==> config.mk <==
export PLATFORM = sky130hd
export DESIGN_NAME = tpgwi_top
export DESIGN_NICKNAME = d
export VERILOG_FILES = /design/src/tpgwi_pkg.sv /design/src/tpgwi_port_if.sv /design/src/tpgwi_top.sv /design/src/tpgwi_port.sv /design/src/tpgwi_irq.sv
export SDC_FILE = /design/constraint.sdc
export NUM_CORES = 1
export LEC_CHECK = 0
export BUFFER_PORTS_ARGS = -buffer_cell sky130_fd_sc_hd__buf_2
export CORE_AREA = 2 2 170 172
export DETAILED_ROUTE_END_ITERATION = 7
export DIE_AREA = 0 0 172 174
export PLACE_DENSITY = 0.85
export SETUP_SLACK_MARGIN = 0.5
export SYNTH_ARGS = -nofsm -noshare
export SYNTH_HDL_FRONTEND = slang
export SYNTH_SLANG_ARGS = --single-unit
==> constraint.sdc <==
create_clock -name ref_clk -period 2.6 [get_ports ref_clk]
set_input_delay 0.78 -clock ref_clk [delete_from_list [all_inputs] [get_ports ref_clk]]
set_output_delay 0.78 -clock ref_clk [all_outputs]
set_load 0.05 [all_outputs]
==> src/tpgwi_pkg.sv <==
// Constants shared by the two-port GPIO block: widths, offsets, reset values.
// Assumes a 32-bit APB slave with byte addresses and one register per word.
package tpgwi_pkg;
   localparam int unsigned PORT_A_W = 18;
   localparam int unsigned PORT_B_W = 17;
   localparam int unsigned ADDR_W   = 8;
   localparam int unsigned DATA_W   = 32;

   typedef logic [ADDR_W-1:0] tpgwi_addr_t;
   typedef logic [DATA_W-1:0] tpgwi_data_t;

   // Register byte offsets
   localparam tpgwi_addr_t OFF_A_DATA    = 8'h00;
   localparam tpgwi_addr_t OFF_A_DIR     = 8'h04;
   localparam tpgwi_addr_t OFF_A_SRC     = 8'h08;
   localparam tpgwi_addr_t OFF_B_DATA    = 8'h0c;
   localparam tpgwi_addr_t OFF_B_DIR     = 8'h10;
   localparam tpgwi_addr_t OFF_B_SRC     = 8'h14;
   localparam tpgwi_addr_t OFF_IRQ_EN    = 8'h30;
   localparam tpgwi_addr_t OFF_IRQ_MASK  = 8'h34;
   localparam tpgwi_addr_t OFF_IRQ_TYPE  = 8'h38;
   localparam tpgwi_addr_t OFF_IRQ_POL   = 8'h3c;
   localparam tpgwi_addr_t OFF_IRQ_STAT  = 8'h40;
   localparam tpgwi_addr_t OFF_IRQ_RAW   = 8'h44;
   localparam tpgwi_addr_t OFF_IRQ_EOI   = 8'h4c;
   localparam tpgwi_addr_t OFF_A_EXT     = 8'h50;
   localparam tpgwi_addr_t OFF_B_EXT     = 8'h54;

   // Field positions and reset values
   localparam int unsigned SRC_BIT       = 0;
   localparam logic        SRC_RST       = 1'b0;
   localparam logic [PORT_A_W-1:0] A_RST = 18'h00000;
   localparam logic [PORT_B_W-1:0] B_RST = 17'h00000;
   localparam tpgwi_data_t DATA_ZERO     = 32'h00000000;
endpackage

==> src/tpgwi_port_if.sv <==
// Carrier between the register block and one port's pin logic.
// Assumes both ends run on the same clock; the port end synchronises pads.
`timescale 1ns/10ps
interface tpgwi_port_if #(
   parameter int unsigned W = 18
);
   logic [W-1:0] swData;
   logic [W-1:0] swDir;
   logic         hwSel;
   logic [W-1:0] padSync;

   modport ctrl (output swData, output swDir, output hwSel, input padSync);
   modport pins (input swData, input swDir, input hwSel, output padSync);
endinterface

==> src/tpgwi_top.sv <==
// Two-port GPIO block with Port A interrupts behind an APB slave.
// Assumes one clock ref_clk at 250 MHz and pads asynchronous to it.
`timescale 1ns/10ps

module tpgwi_top (
   input  wire logic                           ref_clk,
   input  wire logic                           arst_n,
   input  wire logic                           psel,
   input  wire logic                           penable,
   input  wire logic                           pwrite,
   input  wire tpgwi_pkg::tpgwi_addr_t         paddr,
   input  wire tpgwi_pkg::tpgwi_data_t         pwdata,
   output tpgwi_pkg::tpgwi_data_t              prdata,
   output logic                                pready,
   output logic                                pslverr,
   input  wire logic [tpgwi_pkg::PORT_A_W-1:0] portAIn,
   output logic      [tpgwi_pkg::PORT_A_W-1:0] portAOut,
   output logic      [tpgwi_pkg::PORT_A_W-1:0] portAOeN,
   input  wire logic [tpgwi_pkg::PORT_A_W-1:0] hwAOut,
   input  wire logic [tpgwi_pkg::PORT_A_W-1:0] hwADir,
   output logic      [tpgwi_pkg::PORT_A_W-1:0] portASync,
   input  wire logic [tpgwi_pkg::PORT_B_W-1:0] secondIoPortIn,
   output logic      [tpgwi_pkg::PORT_B_W-1:0] secondIoPortOut,
   output logic      [tpgwi_pkg::PORT_B_W-1:0] secondIoPortOeN,
   input  wire logic [tpgwi_pkg::PORT_B_W-1:0] hwBOut,
   input  wire logic [tpgwi_pkg::PORT_B_W-1:0] hwBDir,
   output logic      [tpgwi_pkg::PORT_B_W-1:0] secondIoPortSync,
   output logic                                irq
);
   import tpgwi_pkg::*;

   // Software-visible state
   // Only the live low bits are stored; reserved bits cost no flops
   // and read back as zero without any extra masking
   logic [PORT_A_W-1:0] aData_reg,   aData_next;
   logic [PORT_A_W-1:0] aDir_reg,    aDir_next;
   logic                aSrc_reg,    aSrc_next;
   logic [PORT_B_W-1:0] bData_reg,   bData_next;
   logic [PORT_B_W-1:0] bDir_reg,    bDir_next;
   logic                bSrc_reg,    bSrc_next;
   logic [PORT_A_W-1:0] irqEn_reg,   irqEn_next;
   logic [PORT_A_W-1:0] irqMask_reg, irqMask_next;
   logic [PORT_A_W-1:0] irqType_reg, irqType_next;
   logic [PORT_A_W-1:0] irqPol_reg,  irqPol_next;

   // Bus answer and interrupt line
   // Registered so every top output leaves a flop; the price is one
   // access cycle per transfer, never more
   tpgwi_data_t         rdata_reg,   rdata_next;
   logic                ready_reg,   ready_next;
   logic                err_reg,     err_next;
   logic                irq_reg,     irq_next;

   // Transfer qualifiers
   // Combinational, from this cycle's bus inputs, the registered reply and the interrupt status
   logic                setupPhase;
   logic                wrTake;
   logic                rdTake;
   logic [PORT_A_W-1:0] eoiClr;
   logic                statReadClr;
   logic [PORT_A_W-1:0] rawStat;
   logic [PORT_A_W-1:0] maskedStat;
   logic [PORT_A_W-1:0] aExt;
   logic [PORT_B_W-1:0] bExt;
   logic                mapped;

   // One carrier per port; the pin end owns the pad synchroniser
   tpgwi_port_if #(.W(PORT_A_W)) portAIf ();
   tpgwi_port_if #(.W(PORT_B_W)) portBIf ();

   // Address compare, shared by decode, read mux and write enables
   // Exact byte match; misaligned addresses simply miss every word
   function automatic logic hit(input tpgwi_addr_t a, input tpgwi_addr_t off);
      hit = (a == off);
   endfunction

   // Is the address one of the mapped words
   // Words left out (debounce, level sync, identity) miss here and
   // answer with an error rather than silent zeros
   function automatic logic isMapped(input tpgwi_addr_t a);
      isMapped = hit(a, OFF_A_DATA)   | hit(a, OFF_A_DIR)    | hit(a, OFF_A_SRC)
               | hit(a, OFF_B_DATA)   | hit(a, OFF_B_DIR)    | hit(a, OFF_B_SRC)
               | hit(a, OFF_IRQ_EN)   | hit(a, OFF_IRQ_MASK) | hit(a, OFF_IRQ_TYPE)
               | hit(a, OFF_IRQ_POL)  | hit(a, OFF_IRQ_STAT) | hit(a, OFF_IRQ_RAW)
               | hit(a, OFF_IRQ_EOI)  | hit(a, OFF_A_EXT)    | hit(a, OFF_B_EXT);
   endfunction

   // Register values toward the pin logic
   // Plain wiring; the pin end registers before the pads
   always_comb begin
      portAIf.swData = aData_reg;
      portAIf.swDir  = aDir_reg;
      portAIf.hwSel  = aSrc_reg;
      portBIf.swData = bData_reg;
      portBIf.swDir  = bDir_reg;
      portBIf.hwSel  = bSrc_reg;
   end

   // Port A pins; hardware mode takes hwAOut and hwADir
   tpgwi_port #(.W(PORT_A_W)) uPortA (
      .ref_clk (ref_clk),
      .arst_n  (arst_n),
      .cfg     (portAIf),
      .hwOut   (hwAOut),
      .hwDir   (hwADir),
      .padIn   (portAIn),
      .padOut  (portAOut),
      .padOeN  (portAOeN)
   );

   // Second port pins; hardware mode takes hwBOut and hwBDir
   tpgwi_port #(.W(PORT_B_W)) uPortB (
      .ref_clk (ref_clk),
      .arst_n  (arst_n),
      .cfg     (portBIf),
      .hwOut   (hwBOut),
      .hwDir   (hwBDir),
      .padIn   (secondIoPortIn),
      .padOut  (secondIoPortOut),
      .padOeN  (secondIoPortOeN)
   );

   // Port A interrupt detection on the synchronised levels;
   // raw pad levels never reach the edge detector
   tpgwi_irq #(.W(PORT_A_W)) uIrq (
      .ref_clk    (ref_clk),
      .arst_n     (arst_n),
      .padIn      (portAIf.padSync),
      .irqEn      (irqEn_reg),
      .irqEdge    (irqType_reg),
      .irqPol     (irqPol_reg),
      .irqMask    (irqMask_reg),
      .eoiClr     (eoiClr),
      .rawStat    (rawStat),
      .maskedStat (maskedStat)
   );

   // Bus phase decode; a write lands on the edge that samples pready
   // An erroring transfer neither writes nor clears; a status read
   // clears only on its completing edge, and only the bits it returned,
   // so an edge latched after the read data was built is kept
   always_comb begin
      setupPhase  = psel & ~penable;
      wrTake      = psel & penable & ready_reg & pwrite & ~err_reg;
      rdTake      = psel & penable & ready_reg & ~pwrite & ~err_reg;
      statReadClr = rdTake & hit(paddr, OFF_IRQ_STAT);
      eoiClr      = ((wrTake & hit(paddr, OFF_IRQ_EOI)) ? pwdata[PORT_A_W-1:0] : A_RST)
                  | (statReadClr ? rdata_reg[PORT_A_W-1:0] : A_RST);  // Read clears what it reported
      mapped      = isMapped(paddr);
   end

   // External view: pad for inputs, stored data for outputs
   // Uses the software direction even in hardware mode; software
   // must keep both directions alike for a faithful view
   always_comb begin
      aExt = (aDir_reg & aData_reg) | (~aDir_reg & portAIf.padSync);
      bExt = (bDir_reg & bData_reg) | (~bDir_reg & portBIf.padSync);
   end

   // Next values of the writable registers; upper bits are dropped
   // Each word decodes on its own; read-only and unmapped words
   // fall through with every register holding its value
   always_comb begin
      aData_next   = aData_reg;
      aDir_next    = aDir_reg;
      aSrc_next    = aSrc_reg;
      bData_next   = bData_reg;
      bDir_next    = bDir_reg;
      bSrc_next    = bSrc_reg;
      irqEn_next   = irqEn_reg;
      irqMask_next = irqMask_reg;
      irqType_next = irqType_reg;
      irqPol_next  = irqPol_reg;
      if (wrTake) begin
         if (hit(paddr, OFF_A_DATA)) begin
            aData_next = pwdata[PORT_A_W-1:0];
         end
         if (hit(paddr, OFF_A_DIR)) begin
            aDir_next = pwdata[PORT_A_W-1:0];
         end
         if (hit(paddr, OFF_A_SRC)) begin
            aSrc_next = pwdata[SRC_BIT];
         end
         if (hit(paddr, OFF_B_DATA)) begin
            bData_next = pwdata[PORT_B_W-1:0];
         end
         if (hit(paddr, OFF_B_DIR)) begin
            bDir_next = pwdata[PORT_B_W-1:0];
         end
         if (hit(paddr, OFF_B_SRC)) begin
            bSrc_next = pwdata[SRC_BIT];
         end
         if (hit(paddr, OFF_IRQ_EN)) begin
            irqEn_next = pwdata[PORT_A_W-1:0];
         end
         if (hit(paddr, OFF_IRQ_MASK)) begin
            irqMask_next = pwdata[PORT_A_W-1:0];
         end
         if (hit(paddr, OFF_IRQ_TYPE)) begin
            irqType_next = pwdata[PORT_A_W-1:0];
         end
         if (hit(paddr, OFF_IRQ_POL)) begin
            irqPol_next = pwdata[PORT_A_W-1:0];
         end
      end
   end

   // Read data is built in the setup cycle so it stands during access
   // Status is a snapshot of the setup cycle; an edge that arrives
   // later is left latched for the next read rather than lost
   always_comb begin
      rdata_next = DATA_ZERO;
      ready_next = setupPhase;
      err_next   = setupPhase & ~mapped;           // Unmapped words answer with an error
      if (setupPhase & ~pwrite) begin
         unique case (1'b1)
            hit(paddr, OFF_A_DATA):   rdata_next[PORT_A_W-1:0] = aData_reg;
            hit(paddr, OFF_A_DIR):    rdata_next[PORT_A_W-1:0] = aDir_reg;
            hit(paddr, OFF_A_SRC):    rdata_next[SRC_BIT]      = aSrc_reg;
            hit(paddr, OFF_B_DATA):   rdata_next[PORT_B_W-1:0] = bData_reg;
            hit(paddr, OFF_B_DIR):    rdata_next[PORT_B_W-1:0] = bDir_reg;
            hit(paddr, OFF_B_SRC):    rdata_next[SRC_BIT]      = bSrc_reg;
            hit(paddr, OFF_IRQ_EN):   rdata_next[PORT_A_W-1:0] = irqEn_reg;
            hit(paddr, OFF_IRQ_MASK): rdata_next[PORT_A_W-1:0] = irqMask_reg;
            hit(paddr, OFF_IRQ_TYPE): rdata_next[PORT_A_W-1:0] = irqType_reg;
            hit(paddr, OFF_IRQ_POL):  rdata_next[PORT_A_W-1:0] = irqPol_reg;
            hit(paddr, OFF_IRQ_STAT): rdata_next[PORT_A_W-1:0] = maskedStat;
            hit(paddr, OFF_IRQ_RAW):  rdata_next[PORT_A_W-1:0] = rawStat;
            hit(paddr, OFF_A_EXT):    rdata_next[PORT_A_W-1:0] = aExt;
            hit(paddr, OFF_B_EXT):    rdata_next[PORT_B_W-1:0] = bExt;
            default:                  rdata_next = DATA_ZERO;  // End-of-interrupt is write-only
         endcase
      end
   end

   // Level request; a blocked bit never reaches the line
   // One flop of delay keeps irq free of glitches while the
   // status terms settle within the cycle
   always_comb begin
      irq_next = |maskedStat;
   end

   // Registers; everything resets to software mode, inputs, no interrupts
   // Asynchronous assert so the block is quiet before any clock runs;
   // release is expected to be synchronised outside this block
   always_ff @(posedge ref_clk or negedge arst_n) begin
      if (!arst_n) begin
         aData_reg   <= A_RST;
         aDir_reg    <= A_RST;
         aSrc_reg    <= SRC_RST;
         bData_reg   <= B_RST;
         bDir_reg    <= B_RST;
         bSrc_reg    <= SRC_RST;
         irqEn_reg   <= A_RST;
         irqMask_reg <= A_RST;
         irqType_reg <= A_RST;
         irqPol_reg  <= A_RST;
         rdata_reg   <= DATA_ZERO;
         ready_reg   <= 1'b0;
         err_reg     <= 1'b0;
         irq_reg     <= 1'b0;
      end else begin
         aData_reg   <= aData_next;
         aDir_reg    <= aDir_next;
         aSrc_reg    <= aSrc_next;
         bData_reg   <= bData_next;
         bDir_reg    <= bDir_next;
         bSrc_reg    <= bSrc_next;
         irqEn_reg   <= irqEn_next;
         irqMask_reg <= irqMask_next;
         irqType_reg <= irqType_next;
         irqPol_reg  <= irqPol_next;
         rdata_reg   <= rdata_next;
         ready_reg   <= ready_next;
         err_reg     <= err_next;
         irq_reg     <= irq_next;
      end
   end

   // Outputs straight from flip-flops
   // Sync outputs let hardware users share the pad synchronisers
   assign prdata           = rdata_reg;
   assign pready           = ready_reg;
   assign pslverr          = err_reg;
   assign irq              = irq_reg;
   assign portASync        = portAIf.padSync;
   assign secondIoPortSync = portBIf.padSync;
endmodule

==> src/tpgwi_port.sv <==
// Pin logic of one GPIO port: source mux, registered drive, pad synchroniser.
// Assumes pads are asynchronous to ref_clk; output enable is active low.
`timescale 1ns/10ps
module tpgwi_port #(
   parameter int unsigned W = 18
) (
   input  wire logic         ref_clk,
   input  wire logic         arst_n,
   tpgwi_port_if.pins        cfg,
   input  wire logic [W-1:0] hwOut,
   input  wire logic [W-1:0] hwDir,
   input  wire logic [W-1:0] padIn,
   output logic      [W-1:0] padOut,
   output logic      [W-1:0] padOeN
);
   import tpgwi_pkg::*;

   logic [W-1:0] meta_reg,  meta_next;
   logic [W-1:0] sync_reg,  sync_next;
   logic [W-1:0] out_reg,   out_next;
   logic [W-1:0] oeN_reg,   oeN_next;

   // Source mux; direction bit 1 drives the pad
   always_comb begin
      meta_next = padIn;
      sync_next = meta_reg;
      out_next  = cfg.hwSel ? hwOut : cfg.swData;
      oeN_next  = ~(cfg.hwSel ? hwDir : cfg.swDir);
   end

   // All bits reset to input, pads undriven
   always_ff @(posedge ref_clk or negedge arst_n) begin
      if (!arst_n) begin
         meta_reg <= '0;
         sync_reg <= '0;
         out_reg  <= '0;
         oeN_reg  <= '1;
      end else begin
         meta_reg <= meta_next;
         sync_reg <= sync_next;
         out_reg  <= out_next;
         oeN_reg  <= oeN_next;
      end
   end

   assign cfg.padSync = sync_reg;  // Only the second stage leaves the module
   assign padOut      = out_reg;
   assign padOeN      = oeN_reg;
endmodule

==> src/tpgwi_irq.sv <==
// Port A interrupt detection: level or edge, either polarity, edge latches.
// Assumes padIn is already synchronised to ref_clk.
`timescale 1ns/10ps
module tpgwi_irq #(
   parameter int unsigned W = 18
) (
   input  wire logic         ref_clk,
   input  wire logic         arst_n,
   input  wire logic [W-1:0] padIn,
   input  wire logic [W-1:0] irqEn,
   input  wire logic [W-1:0] irqEdge,
   input  wire logic [W-1:0] irqPol,
   input  wire logic [W-1:0] irqMask,
   input  wire logic [W-1:0] eoiClr,
   output logic      [W-1:0] rawStat,
   output logic      [W-1:0] maskedStat
);
   import tpgwi_pkg::*;

   logic [W-1:0] prev_reg,  prev_next;
   logic [W-1:0] latch_reg, latch_next;
   logic [W-1:0] active;
   logic [W-1:0] edgeHit;

   // Detection; a new edge wins over a clear in the same cycle
   always_comb begin
      active     = (irqPol & padIn) | (~irqPol & ~padIn);
      edgeHit    = (irqPol & padIn & ~prev_reg) | (~irqPol & ~padIn & prev_reg);
      prev_next  = padIn;
      latch_next = (latch_reg & ~eoiClr)
                 | (irqEn & irqEdge & edgeHit);
      rawStat    = (irqEn & ~irqEdge & active) | (irqEn & irqEdge & latch_reg);
      maskedStat = rawStat & ~irqMask;
   end

   always_ff @(posedge ref_clk or negedge arst_n) begin
      if (!arst_n) begin
         prev_reg  <= '0;
         latch_reg <= '0;
      end else begin
         prev_reg  <= prev_next;
         latch_reg <= latch_next;
      end
   end
endmodule

==> flow_metrics.env <==
export IMPL_outcome="complete, no violations"
export IMPL_clock_fmax_mhz=474
export IMPL_synth_seq_cells=341
export IMPL_start_util_pct=54.2
export IMPL_antenna_found_initial=7
export IMPL_p_int_mw=8.64
export IMPL_ir_drop_mv=0.448
export IMPL_fin_skew_ns=0.0151
export IMPL_viasPerCell=5.96
export IMPL_grt_overflow=0
export IMPL_switching_share_pct=23.7
export IMPL_drt_iter0_markers=962
export IMPL_finalInstanceArea_sq_um=18900
export IMPL_area_delta_synth_final_pct=23.7
export IMPL_clockBufferDepth=3
export IMPL_yosysSeqAreaShare_pct=56.0
export IMPL_arrival_ns=2.51
export IMPL_route_detailed_drc=0
export IMPL_r2r_cells=7
export IMPL_worst_pin_slew_ns=0.642
export IMPL_final_cell_mix="dfrtp_1, buf_2, mux2_2"
export IMPL_grt_usage_pct=30.1
export IMPL_synth_edf_count=0
export IMPL_io_buffers=261
export IMPL_finalCriticalPeriod_ns=2.11
export IMPL_synth_cells=1185
export IMPL_synthesis_area_sq_um=15300
export IMPL_regArea_sq_um=8580
export IMPL_layout_drive_gt1_share_pct=44.8
export IMPL_yosys_most_used_dff="dfrtp_1"
export IMPL_endpoint_kind="flop"
export IMPL_async_flop_share_pct=100
export IMPL_grt_pass1_vias=11900
export IMPL_fillerInstances=2067
export IMPL_setup_viol=0
export IMPL_cts_tree="yes"
export IMPL_p_leak_nw=9.00
export IMPL_num_rows=62
export IMPL_clockPowerShare_pct=45.1
export IMPL_cts_buffers=37
export IMPL_dp_slack_ns=0.0446
export IMPL_cp_start_kind="input port"
export IMPL_ys_types=73
export IMPL_placed_area_sq_um=17700
export IMPL_cpPeakStageDelay_ns=0.57
export IMPL_hpwl_mm=31.0
export IMPL_r2r_end="irq"
export IMPL_path_cells="buf_2 -> or4b_4 -> nor2_2 -> and2_1 -> buf_4 -> a22oi_1 -> a32o_1"
export IMPL_ant_nets=0
export IMPL_hold_violations=0
export IMPL_holdWs_ns=0.240
export IMPL_multiInputGateArea_sq_um=6320
export IMPL_fin_crit_sh_pct=81.1
export IMPL_clock_latency_ns=0.52
export IMPL_clk_pin_slew_ns=0.06
export IMPL_r2r_start="uPortA.cfg.padSync[17]"
export IMPL_drtPass1Iterations=6
export IMPL_tns_ns=0
export IMPL_dr_total_vias=11400
export IMPL_grt_pass1_wl_mm=68.1
export IMPL_grt_max_degree=70
export IMPL_path_max_fanout=13
export IMPL_globalplace_congestion=0.960
export IMPL_combPwrFrac_pct=6.7
export IMPL_rrSetupSlack_ns=0.55
export IMPL_holdBufCountCts=0
export IMPL_clock_sinks=341
export IMPL_ys_warn_count=0
export IMPL_htree_levels=2
export IMPL_hold_path_class="in -> async"
export IMPL_die_area_sq_um=29900
export IMPL_synth_area_per_cell_sq_um=12.9
export IMPL_die_w_microns=172
export IMPL_rsz0062_at_grt="yes"
export IMPL_switchingPower_mw=2.68
export IMPL_slew_viol_final=0
export IMPL_wirelength_mm=45.0
export IMPL_p_seq_share_pct=48.2
export IMPL_wl_per_cell_microns=23.4
export IMPL_ios=290
export IMPL_core_area_sq_um=28200
export IMPL_crit_path_top_delay_cell="or4b_4"
export IMPL_maxCapViolCount=0
export IMPL_root_buffer="clkbuf_16"
export IMPL_final_critical_path_setup_slack_ns=0.491
export IMPL_nets=1687
export IMPL_slew_headroom_pct=56.8
export IMPL_powerDensity_nw_per_um2=598
export IMPL_die_h_microns=174
export IMPL_final_common_cell="dfrtp_1"
export IMPL_crit_required_ns=3.00
export IMPL_crit_type="in -> reg"
## Yosys cell counts (22+ instances only)
cell type	count	share of area, %
mux2i_1	63	4.1
dfstp_2	35	6.0
nor2_1	43	1.1
dfrtp_1	306	50
nand2_1	42	1.0
a22oi_1	60	2.9
mux2_2	181	13
ha_1	36	2.9
clkbuf_1	27	0.66
inv_1	61	1.5
buf_2	23	0.75
mux2_1	23	1.7
o21ai_0	38	1.2
buf_4	22	1.1
## metal layers
| layer | vias up | GRT usage [%] | part of all wire (%) |
|---|---|---|---|
| met2 | 651 | 46.1 | 46 |
| met5 | - | 0 | 0.056 |
| met1 | 5680 | 40.2 | 39 |
| li1 | 4936 | - | - |
| met3 | 166 | 7.65 | 9.9 |
| met4 | 4 | 14.4 | 5.1 |
## final cells by class
cell class              count  area share [%]
repair buffers            347            11.2
clock buffers              57            5.78
well taps                 384            2.54
inverters                  61            1.21
flip-flops and latches    341            45.3
diodes                      5          0.0661
multi-input cells         713            33.4
clock inverters            11           0.489
## logic make-up after synthesis
family,share of synthesized area [%]
buffers and inverters,4.31
adders and majority gates,2.94
AOI/OAI and AO/OA,10.5
DFF,56.0
other,0.0245
muxes,19.1
and+or+nand+nor,7.02
## worst max path at each step
stage,startpoint,endpoint,slack [ns],cells after the start
final,paddr[5],uIrq.latch_reg[13],0.49,7
after floorplan,paddr[1],uIrq.latch_reg[13],0.27,8
after global placement,paddr[5],uIrq.latch_reg[0],0.09,7
after CTS,uPortA.padOeN[0],portAOeN[0],0.51,1
after global routing,uPortA.cfg.padSync[12],irq,0.47,7
after detailed placement,paddr[5],uIrq.latch_reg[9],0.04,7
## through the flow
step / cells / power, mW / utilization (%)
4_1_cts: 1912 / 11.4 / 66.9
6_report: 1919 / 11.3 / 67.1
2_1_floorplan: 1198 / 5.93 / -
3_5_place_dp: 1844 / 6.30 / 62.6
3_3_place_gp: 1844 / 6.28 / 62.6
5_1_grt: 1917 / 11.7 / 67.0
## power by group through the flow
stage                     Clock, mW  Combinational, mW  Sequential, mW
final                          5.11              0.755            5.45
after global routing           5.42              0.812            5.46
after floorplan                   0              0.271            5.66
after CTS                      5.18              0.753            5.45
after detailed placement          0              0.748            5.55
after global placement            0              0.734            5.54
## what timing repair did
action	in CTS	in global routing
setup buffers	0	2
gates resized for setup	1	10
pin swaps	0	1
endpoints found under the setup margin	1	10
cloned	0	0
## critical path, delay by kind of cell
kind                   cells  cell delay, ns
buffers and inverters      2            0.46
AND/OR/NAND/NOR            3            0.90
AO/OA/AOI/OAI              2            0.37
(Power assumes the default switching activity.)
